===== src/mac_pkg.sv =====
// Constants and types of the multiplier and accumulator mode control
// How it works
// - Sign extend makes 17x17 product, top dropped
// - Sign extension also used for string multiplies
// - Unsigned mode zeroes multiplier seventeenth bit only when fraction mode is off
// - Signed mode copies multiplier bit 15 upward
// - Load unsigned also sets the unsigned bit
// - Product low to accumulator, high to product register
// - Saturating overflow sets flag, clamps by direction
// - String overflow clamps only the top word
// - Without saturation the wrapped result is written
// - Logical operations never overflow or saturate
// - Fraction mode shifts multiplier left one bit
// - Fraction shift also used for string multiplies
// - Mode bits sit at status bits zero to three
// - Modes set by status write or set/clear; unsigned by status write or load unsigned
package mac_pkg;

  // Register offsets on the plain register port
  localparam logic [7:0] OFS_STATUS       = 8'h00;
  localparam logic [7:0] OFS_EVENT        = 8'h04;
  localparam logic [7:0] OFS_MASK         = 8'h08;
  localparam logic [7:0] OFS_PRODUCT_HIGH = 8'h0C;
  localparam logic [7:0] OFS_MULT_OPERAND = 8'h10;

  // Status word field positions
  localparam int BIT_SIGN_EXTEND = 0;
  localparam int BIT_UNSIGNED    = 1;
  localparam int BIT_SATURATE    = 2;
  localparam int BIT_FRACTION    = 3;
  localparam int BIT_OVERFLOW    = 4;

  // Event register bit positions
  localparam int EV_OVERFLOW = 0;
  localparam int EV_SATURATE = 1;

  // Reset values
  localparam logic [3:0]  MODE_RST    = 4'h0;
  localparam logic [1:0]  EVENT_RST   = 2'h0;
  localparam logic [1:0]  MASK_RST    = 2'h0;
  localparam logic [15:0] WORD_RST    = 16'h0000;
  localparam logic [31:0] RDDATA_RST  = 32'h0000_0000;

  // Saturation limits of one accumulator word
  localparam logic [15:0] SAT_POS = 16'h7FFF;
  localparam logic [15:0] SAT_NEG = 16'h8000;

  typedef enum logic [3:0] {
    OP_NONE, OP_MULTIPLY, OP_ADD, OP_SUB, OP_AND, OP_OR, OP_XOR,
    OP_LOAD_MULT, OP_LOAD_UNSIGNED, OP_SET_MODE, OP_CLEAR_MODE
  } mac_op_t;

  typedef enum logic [1:0] {
    SEL_SIGN_EXTEND, SEL_UNSIGNED, SEL_SATURATE, SEL_FRACTION
  } mac_sel_t;

  typedef struct packed {
    logic fraction;
    logic saturate;
    logic unsignedMult;
    logic signExtend;
  } mac_mode_t;

  typedef struct packed {
    logic        valid;
    mac_op_t     op;
    mac_sel_t    sel;
    logic        isString;
    logic        isFirst;
    logic        isMsw;
    logic [15:0] accA;
    logic [15:0] accB;
  } mac_instr_t;

  typedef struct packed {
    logic        valid;
    logic [15:0] data;
  } mac_acc_t;

  typedef struct packed {
    logic        wr;
    logic        rd;
    logic [7:0]  addr;
    logic [31:0] wdata;
  } mac_bus_t;

endpackage


===== src/mac_mult_path.sv =====
// Operand extension and 17 by 17 multiplier
`timescale 1ns/10ps
module mac_mult_path (
  // Mode and operands
  input  wire mac_pkg::mac_mode_t mode,
  input  wire logic               topWord,
  input  wire logic [15:0]        multiplicand,
  input  wire logic [15:0]        multOperand,
  // Product halves
  output logic [15:0]             productLow,
  output logic [15:0]             productHigh
);
  logic signed [16:0] mcand;
  logic signed [16:0] mplier;
  logic signed [33:0] prod;

  always_comb begin
    // Only the top word of a string carries the sign
    mcand = {mode.signExtend & topWord & multiplicand[15], multiplicand};
    if (mode.fraction) begin
      mplier = {multOperand, 1'b0};
    end else begin
      mplier = {~mode.unsignedMult & multOperand[15], multOperand};
    end
    prod        = mcand * mplier;
    // Two top sign bits of the 34-bit product dropped
    productLow  = prod[15:0];
    productHigh = prod[31:16];
  end
endmodule


===== src/mac_add_path.sv =====
// Add, subtract and logic word path with saturation
`timescale 1ns/10ps
module mac_add_path (
  // Operation and operands
  input  wire mac_pkg::mac_op_t op,
  input  wire logic             saturate,
  input  wire logic             topWord,
  input  wire logic             carryIn,
  input  wire logic [15:0]      a,
  input  wire logic [15:0]      b,
  // Result
  output logic [15:0]           result,
  output logic                  carryOut,
  output logic                  overflow,
  output logic                  saturated
);
  logic [15:0] bb;
  logic [16:0] sum;
  logic        arith;

  always_comb begin
    arith     = (op == mac_pkg::OP_ADD) || (op == mac_pkg::OP_SUB);
    bb        = (op == mac_pkg::OP_SUB) ? ~b : b;
    sum       = {1'b0, a} + {1'b0, bb} + {16'h0000, carryIn};
    // Logic operations can never overflow
    overflow  = arith && topWord && (a[15] == bb[15]) && (sum[15] != a[15]);
    saturated = overflow && saturate;
    carryOut  = arith ? sum[16] : 1'b0;
    unique case (op)
      mac_pkg::OP_AND: result = a & b;
      mac_pkg::OP_OR:  result = a | b;
      mac_pkg::OP_XOR: result = a ^ b;
      default:         result = sum[15:0];
    endcase
    // Clamp only the top word; lower string words keep their sum
    if (saturated) begin
      result = a[15] ? mac_pkg::SAT_NEG : mac_pkg::SAT_POS;
    end
  end
endmodule


===== src/mac_mode_ctrl.sv =====
// Mode control of the multiplier and accumulator datapath
`timescale 1ns/10ps
module mac_mode_ctrl (
  // Clock and reset
  input  wire logic                ref_clk,
  input  wire logic                nrst,
  // Instruction from the decoder
  input  wire mac_pkg::mac_instr_t instr,
  // Register port
  input  wire mac_pkg::mac_bus_t   bus,
  output logic [31:0]              rdData,
  // Accumulator and product results
  output mac_pkg::mac_acc_t        accOut,
  output logic [15:0]              productHigh,
  output logic                     carryOut,
  // Status and interrupt
  output logic [4:0]               statusWord,
  output logic                     irq
);

  typedef struct packed {
    mac_pkg::mac_mode_t mode;
    logic               overflowFlag;
    logic [1:0]         events;
    logic [1:0]         mask;
    logic [15:0]        multOperand;
    logic [15:0]        productHigh;
    logic               carry;
    mac_pkg::mac_acc_t  acc;
    logic [31:0]        rdData;
    logic               irq;
  } mac_state_t;

  mac_state_t  s;
  mac_state_t  next_s;

  logic [15:0] multLow;
  logic [15:0] multHigh;
  logic [15:0] addResult;
  logic        addCarry;
  logic        addOverflow;
  logic        addSaturated;
  logic        carryIn;

  // Set or clear one mode bit; the unsigned bit is left unchanged
  function automatic mac_pkg::mac_mode_t apply_sel(input mac_pkg::mac_mode_t m,
                                                   input mac_pkg::mac_sel_t sel,
                                                   input logic val);
    mac_pkg::mac_mode_t r;
    r = m;
    unique case (sel)
      mac_pkg::SEL_SIGN_EXTEND: r.signExtend = val;
      mac_pkg::SEL_UNSIGNED:    r.unsignedMult = m.unsignedMult;
      mac_pkg::SEL_SATURATE:    r.saturate = val;
      mac_pkg::SEL_FRACTION:    r.fraction = val;
    endcase
    return r;
  endfunction

  // Carry in: fresh for single words and first string words
  assign carryIn = (instr.isString && !instr.isFirst) ? s.carry : (instr.op == mac_pkg::OP_SUB);

  mac_mult_path u_mult (
    .mode         (s.mode),
    .topWord      (instr.isMsw),
    .multiplicand (instr.accA),
    .multOperand  (s.multOperand),
    .productLow   (multLow),
    .productHigh  (multHigh)
  );

  mac_add_path u_add (
    .op        (instr.op),
    .saturate  (s.mode.saturate),
    .topWord   (instr.isMsw),
    .carryIn   (carryIn),
    .a         (instr.accA),
    .b         (instr.accB),
    .result    (addResult),
    .carryOut  (addCarry),
    .overflow  (addOverflow),
    .saturated (addSaturated)
  );

  always_comb begin
    next_s            = s;
    next_s.acc.valid  = 1'b0;
    next_s.rdData     = mac_pkg::RDDATA_RST;

    // Register writes
    if (bus.wr) begin
      unique case (bus.addr)
        mac_pkg::OFS_STATUS: begin
          next_s.mode         = bus.wdata[mac_pkg::BIT_FRACTION:mac_pkg::BIT_SIGN_EXTEND];
          next_s.overflowFlag = bus.wdata[mac_pkg::BIT_OVERFLOW];
        end
        mac_pkg::OFS_MASK:         next_s.mask = bus.wdata[1:0];
        mac_pkg::OFS_MULT_OPERAND: next_s.multOperand = bus.wdata[15:0];
        default: ;
      endcase
    end

    // Register reads, data in the following cycle
    if (bus.rd) begin
      unique case (bus.addr)
        mac_pkg::OFS_STATUS:       next_s.rdData = {27'h000_0000, s.overflowFlag, s.mode};
        mac_pkg::OFS_EVENT: begin
          next_s.rdData = {30'h0000_0000, s.events};
          next_s.events = mac_pkg::EVENT_RST;
        end
        mac_pkg::OFS_MASK:         next_s.rdData = {30'h0000_0000, s.mask};
        mac_pkg::OFS_PRODUCT_HIGH: next_s.rdData = {16'h0000, s.productHigh};
        mac_pkg::OFS_MULT_OPERAND: next_s.rdData = {16'h0000, s.multOperand};
        default:                   next_s.rdData = mac_pkg::RDDATA_RST;
      endcase
    end

    // Instructions act after bus writes, so hardware sets win
    if (instr.valid) begin
      unique case (instr.op)
        mac_pkg::OP_MULTIPLY: begin
          next_s.acc.valid   = 1'b1;
          next_s.acc.data    = multLow;
          next_s.productHigh = multHigh;
        end
        mac_pkg::OP_ADD, mac_pkg::OP_SUB, mac_pkg::OP_AND, mac_pkg::OP_OR, mac_pkg::OP_XOR: begin
          next_s.acc.valid = 1'b1;
          next_s.acc.data  = addResult;
          next_s.carry     = addCarry;
          if (addOverflow) begin
            next_s.overflowFlag                = 1'b1;
            next_s.events[mac_pkg::EV_OVERFLOW] = 1'b1;
          end
          if (addSaturated) begin
            next_s.events[mac_pkg::EV_SATURATE] = 1'b1;
          end
        end
        mac_pkg::OP_LOAD_MULT: next_s.multOperand = instr.accA;
        mac_pkg::OP_LOAD_UNSIGNED: begin
          next_s.multOperand       = instr.accA;
          next_s.mode.unsignedMult = 1'b1;
        end
        // Registered modes reach the next instruction, not this one
        mac_pkg::OP_SET_MODE:   next_s.mode = apply_sel(s.mode, instr.sel, 1'b1);
        mac_pkg::OP_CLEAR_MODE: next_s.mode = apply_sel(s.mode, instr.sel, 1'b0);
        default: ;
      endcase
    end

    next_s.irq = |(next_s.events & next_s.mask);
  end

  always_ff @(posedge ref_clk or negedge nrst) begin
    if (!nrst) begin
      s.mode         <= mac_pkg::MODE_RST;
      s.overflowFlag <= 1'b0;
      s.events       <= mac_pkg::EVENT_RST;
      s.mask         <= mac_pkg::MASK_RST;
      s.multOperand  <= mac_pkg::WORD_RST;
      s.productHigh  <= mac_pkg::WORD_RST;
      s.carry        <= 1'b0;
      s.acc          <= '0;
      s.rdData       <= mac_pkg::RDDATA_RST;
      s.irq          <= 1'b0;
    end else begin
      s <= next_s;
    end
  end

  assign rdData      = s.rdData;
  assign accOut      = s.acc;
  assign productHigh = s.productHigh;
  assign carryOut    = s.carry;
  assign statusWord  = {s.overflowFlag, s.mode};
  assign irq         = s.irq;

  // Checks
  logic mulGo;
  logic arithGo;
  assign mulGo   = instr.valid && (instr.op == mac_pkg::OP_MULTIPLY) && !instr.isString;
  assign arithGo = instr.valid && !instr.isString && instr.isMsw
                   && ((instr.op == mac_pkg::OP_ADD) || (instr.op == mac_pkg::OP_SUB));

  property p_sign_extend;
    @(posedge ref_clk) disable iff (!nrst)
    mulGo && instr.isMsw && s.mode.signExtend && !s.mode.unsignedMult && !s.mode.fraction
      && instr.accA == 16'h8000 && s.multOperand == 16'h8000
    |=> productHigh == 16'h4000 && accOut.data == 16'h0000 && accOut.valid;
  endproperty
  a_sign_extend: assert property (p_sign_extend) else $error("signed product wrong");

  property p_unsigned;
    @(posedge ref_clk) disable iff (!nrst)
    mulGo && s.mode.unsignedMult && !s.mode.fraction && instr.accA == 16'h0080
    |=> productHigh == {9'h000, $past(s.multOperand[15:9])};
  endproperty
  a_unsigned: assert property (p_unsigned) else $error("unsigned product wrong");

  property p_signed_mult;
    @(posedge ref_clk) disable iff (!nrst)
    mulGo && !s.mode.unsignedMult && !s.mode.fraction && instr.accA == 16'h0001
    |=> productHigh == {16{$past(s.multOperand[15])}} && accOut.data == $past(s.multOperand);
  endproperty
  a_signed_mult: assert property (p_signed_mult) else $error("signed multiplier wrong");

  property p_load_unsigned;
    @(posedge ref_clk) disable iff (!nrst)
    instr.valid && instr.op == mac_pkg::OP_LOAD_UNSIGNED
    |=> statusWord[mac_pkg::BIT_UNSIGNED] && s.multOperand == $past(instr.accA);
  endproperty
  a_load_unsigned: assert property (p_load_unsigned) else $error("load unsigned missed");

  property p_mult_zero;
    @(posedge ref_clk) disable iff (!nrst)
    mulGo && instr.accA == 16'h0000 |=> accOut.valid && accOut.data == 16'h0000 && productHigh == 16'h0000;
  endproperty
  a_mult_zero: assert property (p_mult_zero) else $error("product halves wrong");

  property p_saturate;
    @(posedge ref_clk) disable iff (!nrst)
    arithGo && s.mode.saturate && instr.op == mac_pkg::OP_ADD && instr.accA == 16'h7FFE && instr.accB == 16'h0005
    |=> accOut.valid && accOut.data == 16'h7FFF && statusWord[mac_pkg::BIT_OVERFLOW];
  endproperty
  a_saturate: assert property (p_saturate) else $error("saturation wrong");

  property p_wrap;
    @(posedge ref_clk) disable iff (!nrst)
    arithGo && !s.mode.saturate && instr.op == mac_pkg::OP_ADD
    |=> accOut.data == $past(instr.accA + instr.accB);
  endproperty
  a_wrap: assert property (p_wrap) else $error("wrapped sum wrong");

  property p_logic_no_ovf;
    @(posedge ref_clk) disable iff (!nrst)
    instr.valid && !bus.wr && (instr.op == mac_pkg::OP_AND || instr.op == mac_pkg::OP_OR || instr.op == mac_pkg::OP_XOR)
    |=> $stable(statusWord[mac_pkg::BIT_OVERFLOW])
      && accOut.data == (($past(instr.op) == mac_pkg::OP_AND) ? $past(instr.accA & instr.accB)
                       : ($past(instr.op) == mac_pkg::OP_OR) ? $past(instr.accA | instr.accB)
                       : $past(instr.accA ^ instr.accB));
  endproperty
  a_logic_no_ovf: assert property (p_logic_no_ovf) else $error("logic op overflowed");

  property p_fraction;
    @(posedge ref_clk) disable iff (!nrst)
    mulGo && s.mode.fraction |=> accOut.data[0] == 1'b0;
  endproperty
  a_fraction: assert property (p_fraction) else $error("fraction shift missing");

  property p_no_unsigned_set;
    @(posedge ref_clk) disable iff (!nrst)
    instr.valid && !bus.wr && instr.sel == mac_pkg::SEL_UNSIGNED
      && (instr.op == mac_pkg::OP_SET_MODE || instr.op == mac_pkg::OP_CLEAR_MODE)
    |=> $stable(statusWord[mac_pkg::BIT_UNSIGNED]);
  endproperty
  a_no_unsigned_set: assert property (p_no_unsigned_set) else $error("unsigned changed by set");

  property p_mode_clear;
    @(posedge ref_clk) disable iff (!nrst)
    instr.valid && !bus.wr && instr.op == mac_pkg::OP_CLEAR_MODE && instr.sel == mac_pkg::SEL_FRACTION
    |=> !statusWord[mac_pkg::BIT_FRACTION];
  endproperty
  a_mode_clear: assert property (p_mode_clear) else $error("mode clear missed");

  property p_mode_next;
    @(posedge ref_clk) disable iff (!nrst)
    instr.valid && !bus.wr && instr.op == mac_pkg::OP_SET_MODE && instr.sel == mac_pkg::SEL_FRACTION
    |=> statusWord[mac_pkg::BIT_FRACTION];
  endproperty
  a_mode_next: assert property (p_mode_next) else $error("mode set missed");

  property p_status_write;
    @(posedge ref_clk) disable iff (!nrst)
    bus.wr && bus.addr == mac_pkg::OFS_STATUS && !instr.valid
    |=> statusWord == $past(bus.wdata[4:0]);
  endproperty
  a_status_write: assert property (p_status_write) else $error("status write wrong");

  property p_string_sign;
    @(posedge ref_clk) disable iff (!nrst)
    instr.valid && instr.op == mac_pkg::OP_MULTIPLY && instr.isString && instr.isMsw
      && s.mode.signExtend && !s.mode.unsignedMult && !s.mode.fraction
      && instr.accA == 16'h8000 && s.multOperand == 16'h8000
    |=> accOut.valid && productHigh == 16'h4000;
  endproperty
  a_string_sign: assert property (p_string_sign) else $error("string sign extension wrong");

  property p_string_frac;
    @(posedge ref_clk) disable iff (!nrst)
    instr.valid && instr.op == mac_pkg::OP_MULTIPLY && instr.isString && s.mode.fraction
    |=> accOut.valid && accOut.data[0] == 1'b0;
  endproperty
  a_string_frac: assert property (p_string_frac) else $error("string fraction shift missing");

  property p_ovf_flag;
    @(posedge ref_clk) disable iff (!nrst)
    instr.valid && addOverflow |=> statusWord[mac_pkg::BIT_OVERFLOW];
  endproperty
  a_ovf_flag: assert property (p_ovf_flag) else $error("overflow flag missed");

  property p_string_low;
    @(posedge ref_clk) disable iff (!nrst)
    instr.valid && instr.op == mac_pkg::OP_ADD && instr.isString && instr.isFirst && !instr.isMsw
    |=> accOut.valid && accOut.data == $past(16'(instr.accA + instr.accB));
  endproperty
  a_string_low: assert property (p_string_low) else $error("lower string word changed");

  property p_string_sat;
    @(posedge ref_clk) disable iff (!nrst)
    instr.valid && instr.isString && instr.isMsw && s.mode.saturate && addOverflow
    |=> accOut.data == ($past(instr.accA[15]) ? mac_pkg::SAT_NEG : mac_pkg::SAT_POS)
      && statusWord[mac_pkg::BIT_OVERFLOW];
  endproperty
  a_string_sat: assert property (p_string_sat) else $error("string top word not clamped");

endmodule


===== config.mk =====
export PLATFORM = sky130hd
export DESIGN_NAME = mac_mode_ctrl
export DESIGN_NICKNAME = d
export VERILOG_FILES = /design/src/mac_pkg.sv /design/src/mac_mult_path.sv /design/src/mac_add_path.sv /design/src/mac_mode_ctrl.sv
export SDC_FILE = /design/constraint.sdc
export NUM_CORES = 1
export LEC_CHECK = 0
export BUFFER_PORTS_ARGS = -buffer_cell sky130_fd_sc_hd__buf_4
export CAP_MARGIN = 30
export CORE_AREA = 2 2 199 201
export CTS_CLUSTER_DIAMETER = 150
export DETAILED_ROUTE_END_ITERATION = 6
export DIE_AREA = 0 0 201 203
export GPL_ROUTABILITY_DRIVEN = 0
export SETUP_SLACK_MARGIN = 0.02
export SYNTH_ARGS = -nofsm -noshare
export SYNTH_HDL_FRONTEND = slang
export SYNTH_HIERARCHICAL = 1
export SYNTH_SLANG_ARGS = --single-unit

===== constraint.sdc =====
create_clock -name ref_clk -period 6.35 [get_ports ref_clk]
set_clock_uncertainty 0.1 [all_clocks]
set_input_delay 0.635 -clock ref_clk [delete_from_list [all_inputs] [get_ports ref_clk]]
set_output_delay 0.635 -clock ref_clk [all_outputs]
set_load 0.01 [all_outputs]

[Word-level counts from Yosys, hierarchy flattened]
Index checks and enable logic that the tools add are counted.
Word-level totals
  register bits: 92
  bits in latches: 0
  bits in writable memories: 0
  memory bits (read-only): 0
  bits of input ports: 86
  output and inout bits: 72
  word-level logic and storage cells: 106
  memories kept: 0
Operators by class
  $add $sub $neg: 2
  $mul: 1
  div/mod/pow operators: 0
  $lt $le $gt $ge: 0
  eq/ne operators: 25
  shifts and indexed selects: 0
  multiplexer cells: 35
  bitwise gates (word level): 9
  reduce and logical (&&, ||, !) cells: 20
Operators by type and width (number)
  $mux W16: 7
  $pmux W16 S5: 1
  $mux W50: 1
  $pmux W16 S3: 1
  $pmux W17 S2: 1
  $mul A17 B17 Y32: 1
  $mux W18: 1
  $ne A3 B2 Y1 const B: 6
  $add A16 B16 Y17: 1
  $add A17 B1 Y17: 1
  $mux W17: 1
  $and A16 B16 Y16: 1
  $eq A4 B3 Y1 const B: 4
  $eq A8 B4 Y1 const B: 2
  $not A16 Y16: 1
  $or A16 B16 Y16: 1
  $xor A16 B16 Y16: 1
  $eq A4 B4 Y1 const B: 3
  $mux W1: 12
  $reduce_and A2 Y1: 6
  $mux W5: 2
  $eq A4 B2 Y1 const B: 2
  $eq A8 B3 Y1 const B: 1
  $eq A8 B5 Y1 const B: 1
  other kinds (21): 33

[Depth between registers and ports, before layout]
  depth after elaboration: 12
  depth in mapped cells: 27
  depth with buffers taken out: 25

[Cells and area by module]
Netlist, hierarchy kept.
Modules (own cells, without submodules)
  mac_mult_path: instances 1, cells each 1196, area an instance 10732.8 um^2, sequential area each 0.0 um^2
  mac_mode_ctrl: instances 1, cells each 373, area an instance 4018.9 um^2, sequential area each 1901.8 um^2
  mac_add_path: instances 1, cells each 338, area an instance 2383.5 um^2, sequential area each 0.0 um^2

[Worst setup path after synthesis]
No wires, ideal clock.
  path kind: register to register
  from: reg, netlist name statusWord[3]
  to: reg, netlist name productHigh[15]
  setup time: 125 ps
  data arrival time: 6637 ps
  data required time: 6125 ps
  setup slack: -511 ps
  cell stages (with the launch flop): 26
  path buffers: 3
  clock period less this slack: 6861 ps
  cell sequence: dfrtp_1 -> buf_2 -> buf_1 -> mux2_2 -> clkbuf_1 -> and2_1 -> fa_1 -> inv_1 -> fa_1 -> inv_1 -> fa_1 -> fa_1 -> fa_1 -> inv_1 -> fa_1 -> inv_1 -> ha_1 -> or2_4 -> nand2b_4 -> a311oi_2 -> nor3_2 -> nor4_2 -> o31ai_1 -> a21oi_1 -> xnor2_1 -> mux2_2
Between the ends
  longest elaborated chain between the ends: 2
Ends and longest elaborated chain
  $mux W17: RTL line mac_mult_path.sv:20  | if (mode.fraction) begin
  $mul A17 B17 Y32: RTL line mac_mult_path.sv:25  | prod = mcand * mplier;
  via multHigh[15]: RTL line mac_mode_ctrl.sv:38  | logic [15:0] multHigh;
The timed path passes the listed nets, and every way through them passes these cells.
A chain may end at the register's enable or synchronous reset.

[Final worst setup path]
  from: reg, netlist name statusWord[3]
  to: reg, netlist name productHigh[15]
Between the ends
  longest elaborated chain between the ends: 2
Ends and longest elaborated chain (RTL line)
  $mux W17: mac_mult_path.sv:20
  $mul A17 B17 Y32: mac_mult_path.sv:25
  via multHigh[15]: mac_mode_ctrl.sv:38
The timed path passes the listed nets, and every way through them passes these cells.

==> results.tsv <==
stage	metric	value	unit
critical_path	most used cell, CP	fa_1	
route	via count	13725	
floorplan	die width	201	µm
sta	post-route minimum period	6.60	ns
critical_path	Reg2Reg Launch Point	statusWord[3]$_DFFE_PN0P_	
critical_path	Worst Path Required	6.49	ns
sta	worst relative slew slack	0.357	
finish	layout cells sized above 1	0.233	
clock_tree	CTS root buf	clkbuf_16	
clock_tree	worst-skew pair later-pin latency	0.35	ns
finish	Layout area overhead	19.1	%
synthesis	EDFF count, synth	0	
floorplan	die area	40800	µm²
floorplan	I/O pins	158	
critical_path	Crit Path Category	reg -> reg	
critical_path	RR Endpoint	productHigh[15]$_DFFE_PN0P_	
synthesis	Netlist Area Pre-Place	17100	µm²
floorplan	Rows	72	
sta	final hold violations	0	
global_route	vias in the first global route	14692	
critical_path	crit path max fanout	14	
floorplan	die height	203	µm
hold_path	worst hold path class	in -> async	
synthesis	Yosys warning total	6	
placed_design	number of port buffers	125	
global_route	largest net degree at the start of global routing	62	
sta	Slew Viols, Final	0	
route	Pre-Repair DR Iteration Count	5	
critical_path	CP bufs+invs	6	
clock_tree	H-tree depth	3	
critical_path	CP arrival	6.74	ns
critical_path	crit start category	flip-flop	
synthesis	Seq/Total Area, Yosys	0.111	
route	DRT iter0 DRCs	785	
route	final WL	49000	µm
global_route	Total GRT Usage	0.246	
route	ANT nets after route	0	
clock_tree	deepest clock path buffer count	2	
critical_path	Reg2Reg Depth	24	
finish	ant diodes	0	
critical_path	Max stage delay cell, worst path	fa_1	
critical_path	delay-heaviest family, CP	adder cells	
synthesis	Synth Instances	1907	
run_status	failing checks	setup timing	
clock_tree	CTS tree	done	
finish	Filler Cell Count	3651	
critical_path	Worst R2R Setup Slack	-0.25	ns
route	met2 WL	25500	µm
sta	fin worst setup slack	-0.251	ns
synthesis	Avg Inst Size Synth	8.99	µm²
clock_tree	CTS Sinks	76	
sta	final setup fails	8	
floorplan	Initial Util	0.445	
critical_path	critical path, cell by cell	buf_12, mux2_4, and2_4, fa_1, inv_1, fa_1, inv_2, fa_1, fa_1, fa_1, inv_2, fa_1, inv_2, ha_4, or2_4, nand2b_4, a311oi_4, buf_6, nor3_4, nor4_2, o31ai_1, a21oi_1, xnor2_1, mux2_2	
route	via density per instance	5.18	
global_route	total congestion overflow	0	
clock_tree	CTS clk-pin slew, worst paths	0.06	ns
sta	Slew @ Worst Pin	0.960	ns
clock_tree	total CTS buffers	9	
placed_design	Final HPWL DP	40600	µm
global_route	first-pass GRT wire length	78900	µm
sta	RSZ-0062 raised after global routing	true	
finish	Finished Layout Cells	2651	
critical_path	CP max stage delay	0.55	ns
placed_design	Inst Count DP	2626	
route	max layer used	met4	
sta	period utilisation layout	1.04	
sta	Max Clock Freq	151	MHz
run_status	status	finished with violations	
flow_run	Max Cap Viol	0	
synthesis	Yosys cell types	92	
global_route	initial antenna violation count	0	
route	wire length on met1	20800	µm
critical_path	CP Capture Type	flip-flop	
synthesis	async set-or-reset flop fraction in the synthesized netlist	1.00	
synthesis	Top FF cell, synth	dfrtp_1	
route	residual DRC count	0	
synthesis	Yosys reg bits	76	
route	mean routed wirelength per cell	18.5	µm
finish	nets@finish	2627	
route	met3 wire len	1740	µm
floorplan	total core area	38500	µm²
## sequential cells by signal (all words and copies together) (netlist names)
signal,count
s,20
irq,1
productHigh,16
rdData,16
accOut,17
carryOut,1
statusWord,5
## worst register-to-register path, stage by stage, from the launching register on
cell and delay, ns:
dfrtp_2 0.46, buf_12 0.18, mux2_4 0.39, and2_4 0.19, fa_1 0.49, inv_1 0.05, fa_1 0.51, inv_2 0.04
fa_1 0.47, fa_1 0.52, fa_1 0.55, inv_2 0.04, fa_1 0.51, inv_2 0.05, ha_4 0.15, or2_4 0.22
nand2b_4 0.15, a311oi_4 0.26, buf_6 0.18, nor3_4 0.06, nor4_2 0.22, o31ai_1 0.12, a21oi_1 0.19, xnor2_1 0.12
mux2_2 0.27
## cell families after synthesis
family	after synthesis	synth area share
buffers and inverters	521	0.132
and+or+nand+nor	501	0.149
adders and majority gates	414	0.427
AOI/OAI and AO/OA	267	0.107
DFF	76	0.111
muxes	66	0.0421
xor gates and xnor gates	61	0.0312
other	1	0.000219
## timing repair
action / in CTS / in global routing
cloned: 2 / 0
pin swaps: 21 / 3
setup endpoints to repair: 15 / 16
hold buffers: 0 / 0
buffers inserted: 6 / 1
resized for setup: 59 / 18
## layer usage
layer	global-route usage	vias to the layer above
li1	-	6357
met2	0.446	307
met3	0.0209	45
met5	0	-
met4	0.0516	0
met1	0.320	7016
## cells in the mapped netlist, drive strengths merged (3+ instances only)
library cell | count | area (µm²)
buf | 92 | 656
o21a | 8 | 60.1
and2 | 125 | 782
o21bai | 8 | 60.1
nand2b | 8 | 57.6
and3 | 5 | 33.8
o2111ai | 3 | 26.3
a31oi | 12 | 105
nand2 | 193 | 727
o31ai | 4 | 40.0
and4 | 4 | 37.5
nand3 | 15 | 80.1
nand3b | 3 | 22.5
a32oi | 4 | 35.0
clkbuf | 48 | 181
or3 | 9 | 57.6
fa | 284 | 5690
o22ai | 9 | 56.3
ha | 129 | 1610
a32o | 3 | 31.3
xnor2 | 54 | 473
a22oi | 30 | 239
nor2b | 28 | 175
a211o | 4 | 36.3
a22o | 3 | 26.3
nor3 | 18 | 116
o2bb2ai | 16 | 140
xor2 | 7 | 61.3
dfrtp | 76 | 1900
nand4 | 5 | 43.8
a21o | 10 | 77.6
nor4 | 4 | 43.8
inv | 380 | 1430
mux2 | 38 | 428
or2 | 8 | 52.6
a21oi | 62 | 318
mux2i | 27 | 270
nor2 | 68 | 255
a31o | 4 | 35.0
o21ai | 56 | 284
a211oi | 15 | 118
## worst max-delay path by stage
| stage | from | cells past startpoint | slack (ns) | endpoint |
|---|---|---|---|---|
| detailed placement | statusWord[3]$_DFFE_PN0P_ | 23 | -0.41 | productHigh[15]$_DFFE_PN0P_ |
| global route | statusWord[3]$_DFFE_PN0P_ | 21 | -0.49 | productHigh[15]$_DFFE_PN0P_ |
| global placement | statusWord[3]$_DFFE_PN0P_ | 23 | -0.36 | productHigh[15]$_DFFE_PN0P_ |
| finish | statusWord[3]$_DFFE_PN0P_ | 24 | -0.25 | productHigh[15]$_DFFE_PN0P_ |
| CTS | statusWord[3]$_DFFE_PN0P_ | 25 | -0.23 | productHigh[15]$_DFFE_PN0P_ |
| floorplan | statusWord[3]$_DFFE_PN0P_ | 25 | 0.03 | productHigh[5]$_DFFE_PN0P_ |
## area by class of cell
class | count | area [µm²] | area share
multi-input combinational | 1327 | 13500 | 0.661
timing repair buffer | 333 | 2610 | 0.128
sequential | 76 | 1900 | 0.0933
inverter | 381 | 1430 | 0.0701
tap | 518 | 648 | 0.0318
clock buffer | 9 | 225 | 0.0110
clock inverter | 7 | 98.8 | 0.00484
## cells in the final DEF (no fill, tap or decap), types with 8 or more instances in the layout
master     count
nor2_1        63
nand3_1       13
mux2_2        27
a21oi_2       10
and2_1       119
mux2_4        13
o2bb2ai_1     16
a31oi_1       10
buf_4        321
a211oi_1      12
conb_1        16
ha_1         118
nor3_1        12
mux2i_1       27
fa_1         279
inv_1        372
o21ai_1       11
inv_2          8
o21a_1         8
o21bai_1       8
dfrtp_1       75
o21ai_0       43
o22ai_1        8
clkbuf_16      9
ha_4          11
a22oi_1       29
xnor2_1       53
nor2b_1       28
nand2_1      190
a21oi_1       50
a21o_1         8
## per-stage QoR
| stage | cell area, µm² | setup WS [ns] | hold WS, ns | setup TNS [ns] | utilization |
|---|---|---|---|---|---|
| global placement | 19600 | -0.364 | 0.375 | -2.65 | 0.510 |
| detailed placement | 19700 | -0.406 | 0.375 | -2.94 | 0.511 |
| global route | 20400 | -0.495 | 0.0551 | -3.06 | 0.530 |
| finish | 20400 | -0.251 | 0.0511 | -0.679 | 0.530 |
| floorplan | 17400 | 0.0251 | 0.239 | 0 | - |
| CTS | 20300 | -0.234 | 0.0464 | -0.692 | 0.529 |
Power is not shown: default switching activity piles up to over one toggle a cycle in this logic, so the estimate is an artifact.
